## config.mk

```make
export PLATFORM = sky130hd
export DESIGN_NAME = susc_top
export DESIGN_NICKNAME = d
export VERILOG_FILES = /design/src/hdl/susc_pkg.sv /design/src/hdl/susc_top.sv /design/src/hdl/susc_sync.sv
export SDC_FILE = /design/constraint.sdc
export NUM_CORES = 1
export LEC_CHECK = 0
export BUFFER_PORTS_ARGS = -buffer_cell sky130_fd_sc_hd__buf_2
export CAP_MARGIN = 15
export CORE_MARGIN = 8
export CORE_UTILIZATION = 55
export DETAILED_ROUTE_END_ITERATION = 8
export PLACE_DENSITY = 0.85
export SYNTH_ARGS = -nofsm -noshare
export SYNTH_HDL_FRONTEND = slang
export SYNTH_SLANG_ARGS = --single-unit
```

## constraint.sdc

```tcl
create_clock -name aclk -period 4.9 [get_ports aclk]
set_clock_uncertainty 0.05 [all_clocks]
set_input_delay 0 -clock aclk [delete_from_list [all_inputs] [get_ports aclk]]
set_output_delay 0 -clock aclk [all_outputs]
set_load 0.005 [all_outputs]
```

## src/hdl/susc_pkg.sv

```systemverilog
package susc_pkg;

    // Register bus address width and register byte offsets.
    localparam int          ADDR_W   = 8;
    localparam logic [7:0]  CTRL_OFS = 8'h00;   // Interrupt enables, wire mode, clock source.
    localparam logic [7:0]  STAT_OFS = 8'h04;   // Sticky flags and counter value.
    localparam logic [7:0]  DATA_OFS = 8'h08;   // Shift register.
    localparam logic [7:0]  PORT_OFS = 8'h0c;   // Port output and direction bits of the pins.

    // Control register field positions.
    localparam int CTRL_SIE   = 7;
    localparam int CTRL_OIE   = 6;
    localparam int CTRL_WM_HI = 5;
    localparam int CTRL_WM_LO = 4;
    localparam int CTRL_CS_HI = 3;
    localparam int CTRL_CS_LO = 2;
    localparam int CTRL_CLK   = 1;
    localparam int CTRL_TC    = 0;

    // Status register field positions.
    localparam int STAT_SIF   = 7;
    localparam int STAT_OIF   = 6;
    localparam int STAT_CNT_HI = 3;

    // Port register field positions.
    localparam int PORT_DO = 0;
    localparam int PORT_DI = 1;
    localparam int PORT_CK = 2;
    localparam int DDR_DO  = 4;
    localparam int DDR_DI  = 5;
    localparam int DDR_CK  = 6;

    // Reset values and counter limits.
    localparam logic [7:0] REG_RESET = 8'h00;
    localparam int         CNT_W     = 4;
    localparam logic [3:0] CNT_MAX   = 4'hf;
    localparam logic [3:0] CNT_ONE   = 4'h1;

    // Bus responses.
    localparam logic [1:0] RESP_OKAY   = 2'h0;
    localparam logic [1:0] RESP_SLVERR = 2'h2;

    // Output behaviour of the serial pins.
    typedef enum logic [1:0] {WM_OFF, WM_THREE, WM_TWO, WM_TWO_HOLD} susc_wire_mode_t;

    // Clock source of the shift register and counter.
    typedef enum logic [1:0] {CS_STROBE, CS_TIMER, CS_EXT_POS, CS_EXT_NEG} susc_clk_src_t;

    // Everything the block drives onto the three serial pins.
    typedef struct packed {
        logic do_out;
        logic do_oe;
        logic do_pullup;
        logic sda_out;
        logic sda_oe;
        logic sda_pullup;
        logic scl_out;
        logic scl_oe;
        logic scl_pullup;
    } susc_pins_t;

endpackage

```

## src/hdl/susc_top.sv

```systemverilog
// The AXI4-Lite slave port and the register offsets were chosen for this implementation.
`timescale 1ns/1ps
module susc_top
    import susc_pkg::*;
(
    input  wire logic                    aclk,
    input  wire logic                    aresetn,
    input  wire logic [susc_pkg::ADDR_W-1:0] s_axi_awaddr,
    input  wire logic                    s_axi_awvalid,
    output logic                         s_axi_awready,
    input  wire logic [31:0]             s_axi_wdata,
    input  wire logic [3:0]              s_axi_wstrb,
    input  wire logic                    s_axi_wvalid,
    output logic                         s_axi_wready,
    output logic [1:0]                   s_axi_bresp,
    output logic                         s_axi_bvalid,
    input  wire logic                    s_axi_bready,
    input  wire logic [susc_pkg::ADDR_W-1:0] s_axi_araddr,
    input  wire logic                    s_axi_arvalid,
    output logic                         s_axi_arready,
    output logic [31:0]                  s_axi_rdata,
    output logic [1:0]                   s_axi_rresp,
    output logic                         s_axi_rvalid,
    input  wire logic                    s_axi_rready,
    input  wire logic                    timer_match,
    input  wire logic                    serial_in_pin,
    input  wire logic                    serial_clock_pin,
    output susc_pkg::susc_pins_t         pins,
    output logic                         irq
);
    import susc_pkg::*;

    // Control register fields.
    logic              start_detect_irq_en;   // Start interrupt enable.
    logic              overflow_irq_en;       // Overflow interrupt enable.
    susc_wire_mode_t   wire_mode_sel;         // Output behaviour.
    susc_clk_src_t     clock_source_sel;      // Shift and counter clock source.
    logic              clock_strobe_bit;      // Counter clock selector under external clock.
    // Status, data and port state.
    logic              start_detect_flag;     // Sticky start flag.
    logic              overflow_flag;         // Sticky overflow flag.
    logic [CNT_W-1:0]  cnt;                   // 4-bit counter.
    logic [7:0]        data;                  // Shift register.
    logic [7:0]        next_data;             // Next shift register value.
    logic              out_latch;             // Output latch after the data MSB.
    logic [7:0]        port;                  // Port and direction bits.
    // Bus slave state.
    logic [ADDR_W-1:0] wr_addr;               // Held write address.
    logic [7:0]        wr_data;               // Held write data, low byte.
    logic              wr_lane;               // Held byte enable of the low lane.
    logic              rd_was_ctrl;           // Last read answered the control register.
    logic              wr_go;                 // Both halves of a write are held.
    logic              wr_hit;                // Write address is mapped.
    logic              ctrl_wr;               // Write strobes, one per register.
    logic              stat_wr;
    logic              data_wr;
    logic              port_wr;
    // Pin sampling and clocking.
    logic              sda_s;                 // Synchronised data input.
    logic              scl_s;                 // Synchronised clock input.
    logic              sda_d;                 // Delayed copies for edge finding.
    logic              scl_d;
    logic              scl_rise;
    logic              scl_fall;
    logic              start_det;             // Start condition on the bus.
    logic              sw_strobe;             // Software clock strobe.
    logic              tc_strobe;             // Toggle clock strobe.
    logic              shift_clk;             // Shift register clock pulse.
    logic              cnt_clk;               // Counter clock pulse.
    logic              latch_open;            // Output latch is transparent.
    logic              scl_hold;              // Clock line hold request.
    susc_pins_t        next_pins;             // Next pin drive.

    // Both serial inputs cross into the clock domain here.
    susc_sync #(.WIDTH(2)) u_sync (
        .aclk    (aclk),
        .aresetn (aresetn),
        .din     ({serial_in_pin, serial_clock_pin}),
        .dout    ({sda_s, scl_s})
    );

    // Edge finding on the synchronised inputs.
    always_ff @(posedge aclk) begin
        if (!aresetn) begin
            sda_d <= 1'b0;
            scl_d <= 1'b0;
        end else begin
            sda_d <= sda_s;
            scl_d <= scl_s;
        end
    end

    assign scl_rise  = scl_s & ~scl_d;
    assign scl_fall  = ~scl_s & scl_d;
    // A start is SDA falling while SCL is high; only armed in two-wire modes.
    assign start_det = wire_mode_sel[1] & scl_s & scl_d & ~sda_s & sda_d;

    // Write decode; a write needs the low byte lane to touch any register.
    assign wr_go   = ~s_axi_awready & ~s_axi_wready & ~s_axi_bvalid;
    assign wr_hit  = (wr_addr == CTRL_OFS) | (wr_addr == STAT_OFS) |
                     (wr_addr == DATA_OFS) | (wr_addr == PORT_OFS);
    assign ctrl_wr = wr_go & wr_lane & (wr_addr == CTRL_OFS);
    assign stat_wr = wr_go & wr_lane & (wr_addr == STAT_OFS);
    assign data_wr = wr_go & wr_lane & (wr_addr == DATA_OFS);
    assign port_wr = wr_go & wr_lane & (wr_addr == PORT_OFS);

    // Write channels: address and data are taken in either order, then answered.
    always_ff @(posedge aclk) begin
        if (!aresetn) begin
            s_axi_awready <= 1'b1;
            s_axi_wready  <= 1'b1;
            s_axi_bvalid  <= 1'b0;
            s_axi_bresp   <= RESP_OKAY;
            wr_addr       <= '0;
            wr_data       <= REG_RESET;
            wr_lane       <= 1'b0;
        end else begin
            // Address taken and held until the write completes.
            if (s_axi_awready && s_axi_awvalid) begin
                s_axi_awready <= 1'b0;
                wr_addr       <= s_axi_awaddr;
            end
            // Data taken and held until the write completes.
            if (s_axi_wready && s_axi_wvalid) begin
                s_axi_wready <= 1'b0;
                wr_data      <= s_axi_wdata[7:0];
                wr_lane      <= s_axi_wstrb[0];
            end
            // Unmapped addresses answer with a slave error.
            if (wr_go) begin
                s_axi_awready <= 1'b1;
                s_axi_wready  <= 1'b1;
                s_axi_bvalid  <= 1'b1;
                s_axi_bresp   <= wr_hit ? RESP_OKAY : RESP_SLVERR;
            end else if (s_axi_bvalid && s_axi_bready) begin
                s_axi_bvalid <= 1'b0;
            end
        end
    end

    // Read channel: one read at a time, data registered with the answer.
    always_ff @(posedge aclk) begin
        if (!aresetn) begin
            s_axi_arready <= 1'b1;
            s_axi_rvalid  <= 1'b0;
            s_axi_rdata   <= '0;
            s_axi_rresp   <= RESP_OKAY;
            rd_was_ctrl   <= 1'b0;
        end else if (s_axi_arready && s_axi_arvalid) begin
            s_axi_arready <= 1'b0;
            s_axi_rvalid  <= 1'b1;
            s_axi_rresp   <= RESP_OKAY;
            rd_was_ctrl   <= (s_axi_araddr == CTRL_OFS);
            case (s_axi_araddr)
                // Both strobe bits always read as zero.
                CTRL_OFS: s_axi_rdata <= {24'h000000, start_detect_irq_en, overflow_irq_en,
                                          wire_mode_sel, clock_source_sel, 2'h0};
                STAT_OFS: s_axi_rdata <= {24'h000000, start_detect_flag, overflow_flag,
                                          2'h0, cnt};
                DATA_OFS: s_axi_rdata <= {24'h000000, data};
                PORT_OFS: s_axi_rdata <= {24'h000000, port};
                default: begin
                    s_axi_rdata <= '0;
                    s_axi_rresp <= RESP_SLVERR;
                end
            endcase
        end else if (s_axi_rvalid && s_axi_rready) begin
            s_axi_rvalid  <= 1'b0;
            s_axi_arready <= 1'b1;
        end
    end

    // Control register; every field clears at reset.
    always_ff @(posedge aclk) begin
        if (!aresetn) begin
            start_detect_irq_en <= 1'b0;
            overflow_irq_en     <= 1'b0;
            wire_mode_sel       <= WM_OFF;
            clock_source_sel    <= CS_STROBE;
            clock_strobe_bit    <= 1'b0;
        end else if (ctrl_wr) begin
            start_detect_irq_en <= wr_data[CTRL_SIE];
            overflow_irq_en     <= wr_data[CTRL_OIE];
            wire_mode_sel       <= susc_wire_mode_t'(wr_data[CTRL_WM_HI:CTRL_WM_LO]);
            clock_source_sel    <= susc_clk_src_t'(wr_data[CTRL_CS_HI:CTRL_CS_LO]);
            // Kept only as a selector; it is never shown on a read.
            clock_strobe_bit    <= wr_data[CTRL_CLK];
        end
    end

    // Software strobes come from the control write itself.
    assign sw_strobe = ctrl_wr & wr_data[CTRL_CLK] &
                       (wr_data[CTRL_CS_HI:CTRL_CS_LO] == CS_STROBE);
    assign tc_strobe = ctrl_wr & wr_data[CTRL_TC];

    // Shift register clock from the selected source; inputs ignore the wire mode.
    always_comb begin
        case (clock_source_sel)
            CS_STROBE:  shift_clk = sw_strobe;
            CS_TIMER:   shift_clk = timer_match;
            CS_EXT_POS: shift_clk = scl_rise;
            CS_EXT_NEG: shift_clk = scl_fall;
            default:    shift_clk = 1'b0;
        endcase
        // A strobe written with source 00 clocks at once, whatever source was stored.
        if (sw_strobe) begin
            shift_clk = 1'b1;
        end
    end

    // Counter clock; under an external source the strobe bit picks toggle strobes.
    always_comb begin
        case (clock_source_sel)
            CS_STROBE: cnt_clk = sw_strobe;
            CS_TIMER:  cnt_clk = timer_match;
            default:   cnt_clk = clock_strobe_bit ? tc_strobe : (scl_rise | scl_fall);
        endcase
        // The same strobe also steps the counter in its own write cycle.
        if (sw_strobe) begin
            cnt_clk = 1'b1;
        end
    end

    // A write to the data register wins over a shift in the same cycle.
    always_comb begin
        next_data = data;
        if (data_wr) begin
            next_data = wr_data;
        end else if (shift_clk) begin
            // The synchronised input was sampled in an earlier cycle.
            next_data = {data[6:0], sda_s};
        end
    end

    // Shift register.
    always_ff @(posedge aclk) begin
        if (!aresetn) begin
            data <= REG_RESET;
        end else begin
            data <= next_data;
        end
    end

    // Latch open in the half cycle before the sampling edge, else always open.
    always_comb begin
        case (clock_source_sel)
            CS_EXT_POS: latch_open = ~scl_s;
            CS_EXT_NEG: latch_open = scl_s;
            default:    latch_open = 1'b1;
        endcase
    end

    // Output latch takes the new MSB while open.
    always_ff @(posedge aclk) begin
        if (!aresetn) begin
            out_latch <= 1'b0;
        end else if (latch_open) begin
            out_latch <= next_data[7];
        end
    end

    // Counter; a CPU write wins over an increment.
    always_ff @(posedge aclk) begin
        if (!aresetn) begin
            cnt <= '0;
        end else if (stat_wr) begin
            cnt <= wr_data[STAT_CNT_HI:0];
        end else if (cnt_clk) begin
            cnt <= cnt + CNT_ONE;
        end
    end

    // Sticky flags: a status write blocks a counter set in its cycle; only a two-wire start sets over a clear.
    always_ff @(posedge aclk) begin
        if (!aresetn) begin
            start_detect_flag <= 1'b0;
            overflow_flag     <= 1'b0;
        end else begin
            start_detect_flag <= (wire_mode_sel[1] ? start_det : (cnt_clk & ~stat_wr)) |
                                 (start_detect_flag & ~(stat_wr & wr_data[STAT_SIF]));
            overflow_flag     <= (cnt_clk & ~stat_wr & (cnt == CNT_MAX)) |
                                 (overflow_flag & ~(stat_wr & wr_data[STAT_OIF]));
        end
    end

    // Interrupt follows any flag whose enable is set.
    always_ff @(posedge aclk) begin
        if (!aresetn) begin
            irq <= 1'b0;
        end else begin
            irq <= (start_detect_flag & start_detect_irq_en) |
                   (overflow_flag & overflow_irq_en);
        end
    end

    // Port bits; the toggle strobe inverts the clock port bit whatever its direction.
    always_ff @(posedge aclk) begin
        if (!aresetn) begin
            port <= REG_RESET;
        end else if (port_wr) begin
            port <= wr_data;
        end else if (tc_strobe) begin
            port[PORT_CK] <= ~port[PORT_CK];
        end
    end

    // Clock hold from a start in two-wire, or from overflow in mode three.
    assign scl_hold = (wire_mode_sel[1] & start_detect_flag) |
                      ((wire_mode_sel == WM_TWO_HOLD) & overflow_flag);

    // Pin drive as a function of the wire mode.
    always_comb begin
        // Plain port behaviour: port bit drives, pull-up when an input with port one.
        next_pins.do_out     = port[PORT_DO];
        next_pins.do_oe      = port[DDR_DO];
        next_pins.do_pullup  = port[PORT_DO] & ~port[DDR_DO];
        next_pins.sda_out    = port[PORT_DI];
        next_pins.sda_oe     = port[DDR_DI];
        next_pins.sda_pullup = port[PORT_DI] & ~port[DDR_DI];
        next_pins.scl_out    = port[PORT_CK];
        next_pins.scl_oe     = port[DDR_CK];
        next_pins.scl_pullup = port[PORT_CK] & ~port[DDR_CK];
        case (wire_mode_sel)
            WM_OFF: begin
                next_pins.do_out = port[PORT_DO];
            end
            WM_THREE: begin
                // Direction and pull-up stay with the port bits.
                next_pins.do_out = out_latch;
            end
            WM_TWO, WM_TWO_HOLD: begin
                // Open drain: only ever drives low.
                next_pins.sda_out    = 1'b0;
                next_pins.sda_oe     = port[DDR_DI] & ~(out_latch & port[PORT_DI]);
                next_pins.scl_out    = 1'b0;
                next_pins.scl_oe     = port[DDR_CK] & (~port[PORT_CK] | scl_hold);
                next_pins.sda_pullup = 1'b0;
                next_pins.scl_pullup = 1'b0;
            end
            default: begin
                next_pins.do_out = port[PORT_DO];
            end
        endcase
    end

    // Pins come from flip-flops.
    always_ff @(posedge aclk) begin
        if (!aresetn) begin
            pins <= '0;
        end else begin
            pins <= next_pins;
        end
    end
endmodule // susc_top

```

## src/hdl/susc_sync.sv

```systemverilog
`timescale 1ns/1ps
// Two-flop synchroniser for pins that come from outside the clock domain.
module susc_sync #(
    parameter int WIDTH = 2
) (
    input  wire logic             aclk,
    input  wire logic             aresetn,
    input  wire logic [WIDTH-1:0] din,
    output logic      [WIDTH-1:0] dout
);
    logic [WIDTH-1:0] meta;   // First stage, read only by the second stage.

    // Both stages clear to zero under reset.
    always_ff @(posedge aclk) begin
        if (!aresetn) begin
            meta <= '0;
            dout <= '0;
        end else begin
            meta <= din;
            dout <= meta;
        end
    end
endmodule // susc_sync

```

==> summary.md <==
| Metric | Value |
|---|---|
| Status | finished clean |
| Syn_area_per_cell | 9.337 um2 |
| Die X | 96.64 um |
| Post-CTS setup buffers | 0 |
| FILL cells | 502 |
| Port Buffers | 59 |
| Yosys top cell area share | 43.67% |
| GRT Overall Usage | 18.99% |
| Maxcap violations | 0 |
| Max clock buf depth | 2 |
| Routed length per instance | 16.08 um |
| Clock transition at the registers of the reported paths | 0.08 ns |
| Crit. End Element | flop |
| CTS resizes | 0 |
| Core area | 6314 um2 |
| Pwr dens | 288.0 nW/um2 |
| Combinational power share | 9.0% |
| Clk sink count | 78 |
| Area post-placement | 3791 um2 |
| Via count of the first global-routing pass | 3075 |
| Clk Latency, worst-skew pair | 0.36 ns |
| Worst path required time | 5.12 ns |
| Final WL | 8941 um |
| Static Leakage | 1.856 nW |
| Crit-path max FO | 15 |
| Psw | 302.9 uW |
| Via density | 5.495 |
| Async set-reset flop share out of synthesis | 0% |
| Final worst path period share | 48.13% |
| Max_slew headroom | 42.32% |
| Reg area | 1562 um2 |
| RSZ-0062 raised after global routing | no |
| Cell row count | 29 |
| Full die area | 9338 um2 |
| Final Max Tran Viols | 0 |
| Gr ovfl total | 0 |
| Fin nets | 540 |
| Fmax | 424.1 MHz |
| Yosys top cell by area | dfxtp_1 |
| CTS Buf Count | 9 |
| Hold Crit Class | input pin to flop |
| Final setup violation count | 0 |
| Die H | 96.64 um |
| Yosys cell types | 47 |
| Iter 0 DRT Violations | 219 |
| Place WS | 2.575 ns |
| Root buffer cell | clkbuf_8 |
| Yosys warning total | 0 |
| Io pins | 113 |
| Hold buffer count at cts | 42 |
| Initial Utilization | 56.64% |
| Initial antenna violation count | 0 |
| Clock Power Share | 38.4% |
| Syn Inst Count | 383 |
| Seq/Total Area, Yosys | 43.67% |
| Synth Register Bits | 78 |
| Startpoint Class | flop |
| VDD IR-drop max | 0.2777 mV |
| Syn-to-layout area delta | 23.34% |
| Setup TNS | 0 ns |
| Ys flop type | dfxtp_1 |
| Switch share | 23.85% |
| Synth top area cells | dfxtp_1 (44%), a21boi_0 (5.5%), buf_4 (5.5%) |
| Share of cells above drive strength 1 | 18.79% |
| Minimum clock period | 2.358 ns |
| HPWL after detailed placement | 5728 um |
| Worst Tran Pin Value | 0.8580 ns |
| Crit path DAT | 2.58 ns |
| Final worst setup slack | 2.542 ns |
| Post-Route Utilization | 69.86% |
| Final ANT Viol Nets | 0 |
| Pin count of the biggest net entering global routing | 56 |
| Design area | 4410 um2 |
| Fin. Hold Viols | 0 |
| CTS tree | yes |
| Pre-antenna DRT Iters | 5 |
| Internal reg-to-reg setup slack | 2.54 ns |
| Power Internal | 967.4 uW |
| GPL Wtd Cong | 0.8370 |
| DRC viols | 0 |
| Antenna cells | 0 |
| Power, Total | 1.270 mW |
| CP Class | flop to flop |
| Multi-input gate area | 1812 um2 |
| First-pass GRT wire length | 14930 um |
| Seq pwr share | 52.6% |
| H-tree lvl count | 3 |
| DR vias | 3055 |
| Number of synthesized flops with an enable pin | 0 |
| Mapped cell area | 3576 um2 |
-- layer usage --
| metal | wire, um | GRT usage (%) | vias up |
|---|---|---|---|
| met5 | 0 | 0 | - |
| met4 | 143 | 6.154 | 0 |
| met3 | 744 | 7.468 | 16 |
| met2 | 4590 | 33.33 | 115 |
| met1 | 3463 | 20.27 | 1451 |
| li1 | - | - | 1473 |
-- synth_stat cells (all sizes together), types with 8 or more instances --
library cell / instances
a21boi: 27
clkbuf: 19
nand4: 8
and2: 10
a21oi: 13
a22oi: 9
nor2b: 27
nand3: 27
mux2i: 18
dfxtp: 78
buf: 27
o21ai: 16
nand2: 44
-- stage by stage --
stage | std cells | hold slack [ns]
5_1_grt | 556 | 0.03325
3_3_place_gp | 499 | 0.1592
6_report | 556 | 0.003198
3_5_place_dp | 499 | 0.1649
2_1_floorplan | 408 | 0.07729
4_1_cts | 556 | 0.0006236
-- cell type report --
cell class                 instances  area share, %
tap                               77          2.184
timing repair buffer             102          16.40
sequential                        78          35.40
multi-input combinational        279          41.08
inverter                           5         0.4255
clock buffer                      12          3.518
clock inverter                     3         0.9929
-- flip-flops by register name, indices dropped and copies added, names as in the netlist, 2 cells and up --
register	count
data	8
wr_addr	8
wire_mode_sel	2
u_sync.dout	2
cnt	4
u_sync.meta	2
port	8
clock_source_sel	2
pins	9
wr_data	8
s_axi_rdata	8
-- logic make-up after synthesis --
family	synth area share [%]
compound gates	15.15
xor+xnor	0.4899
fa+ha+maj	1.050
buf+inv	8.293
flops	43.67
mux	8.607
other cells	0.1049
simple gates	22.64
-- final timing paths --
check | startpoint | endpoint | depth (start not counted)
worst min-delay path | s_axi_araddr[4] | s_axi_rresp[1]$_SDFFE_PN0P_ | 3
worst max-delay path | s_axi_wready$_SDFFE_PP1P_ | out_latch$_SDFFE_PN0P_ | 5
worst min register to register | u_sync.meta[0]$_SDFF_PN0_ | u_sync.dout[0]$_SDFF_PN0_ | 1
worst max register to register | s_axi_wready$_SDFFE_PP1P_ | out_latch$_SDFFE_PN0P_ | 5
-- worst max-delay path, cell delays in order, from the launching register on --
cell and delay, ns:
dfxtp_1 0.47, nor4b_4 0.47, and4_1 0.51, a21oi_4 0.20, mux2_4 0.35, o31ai_2 0.22
-- power by group through the flow --
stage	clock network, mW	logic, mW	registers [mW]
floorplan	0	0.0733	0.675
detailed placement	0	0.0823	0.682
finish	0.488	0.114	0.668
CTS	0.493	0.109	0.667
global placement	0	0.0792	0.681
global route	0.521	0.126	0.671
-- placed cells by master, fill, tap and decap left out, types with 3 or more instances in the layout --
cell type      instances
dfxtp_1               78
buf_2                 59
nand2_1               44
dlygate4sd3_1         42
nand3_1               27
nor2b_1               27
a21boi_0              26
conb_1                26
mux2i_1               18
o21ai_0               15
a21oi_1               12
clkbuf_8              11
and2_1                10
a22oi_1                9
nand2b_1               6
nor2_1                 6
nand4_1                6
inv_1                  5
mux4_2                 4
a31oi_1                3
and3b_1                3
o221ai_1               3
ha_1                   3
No activity file was read; power rests on OpenSTA's default activity.
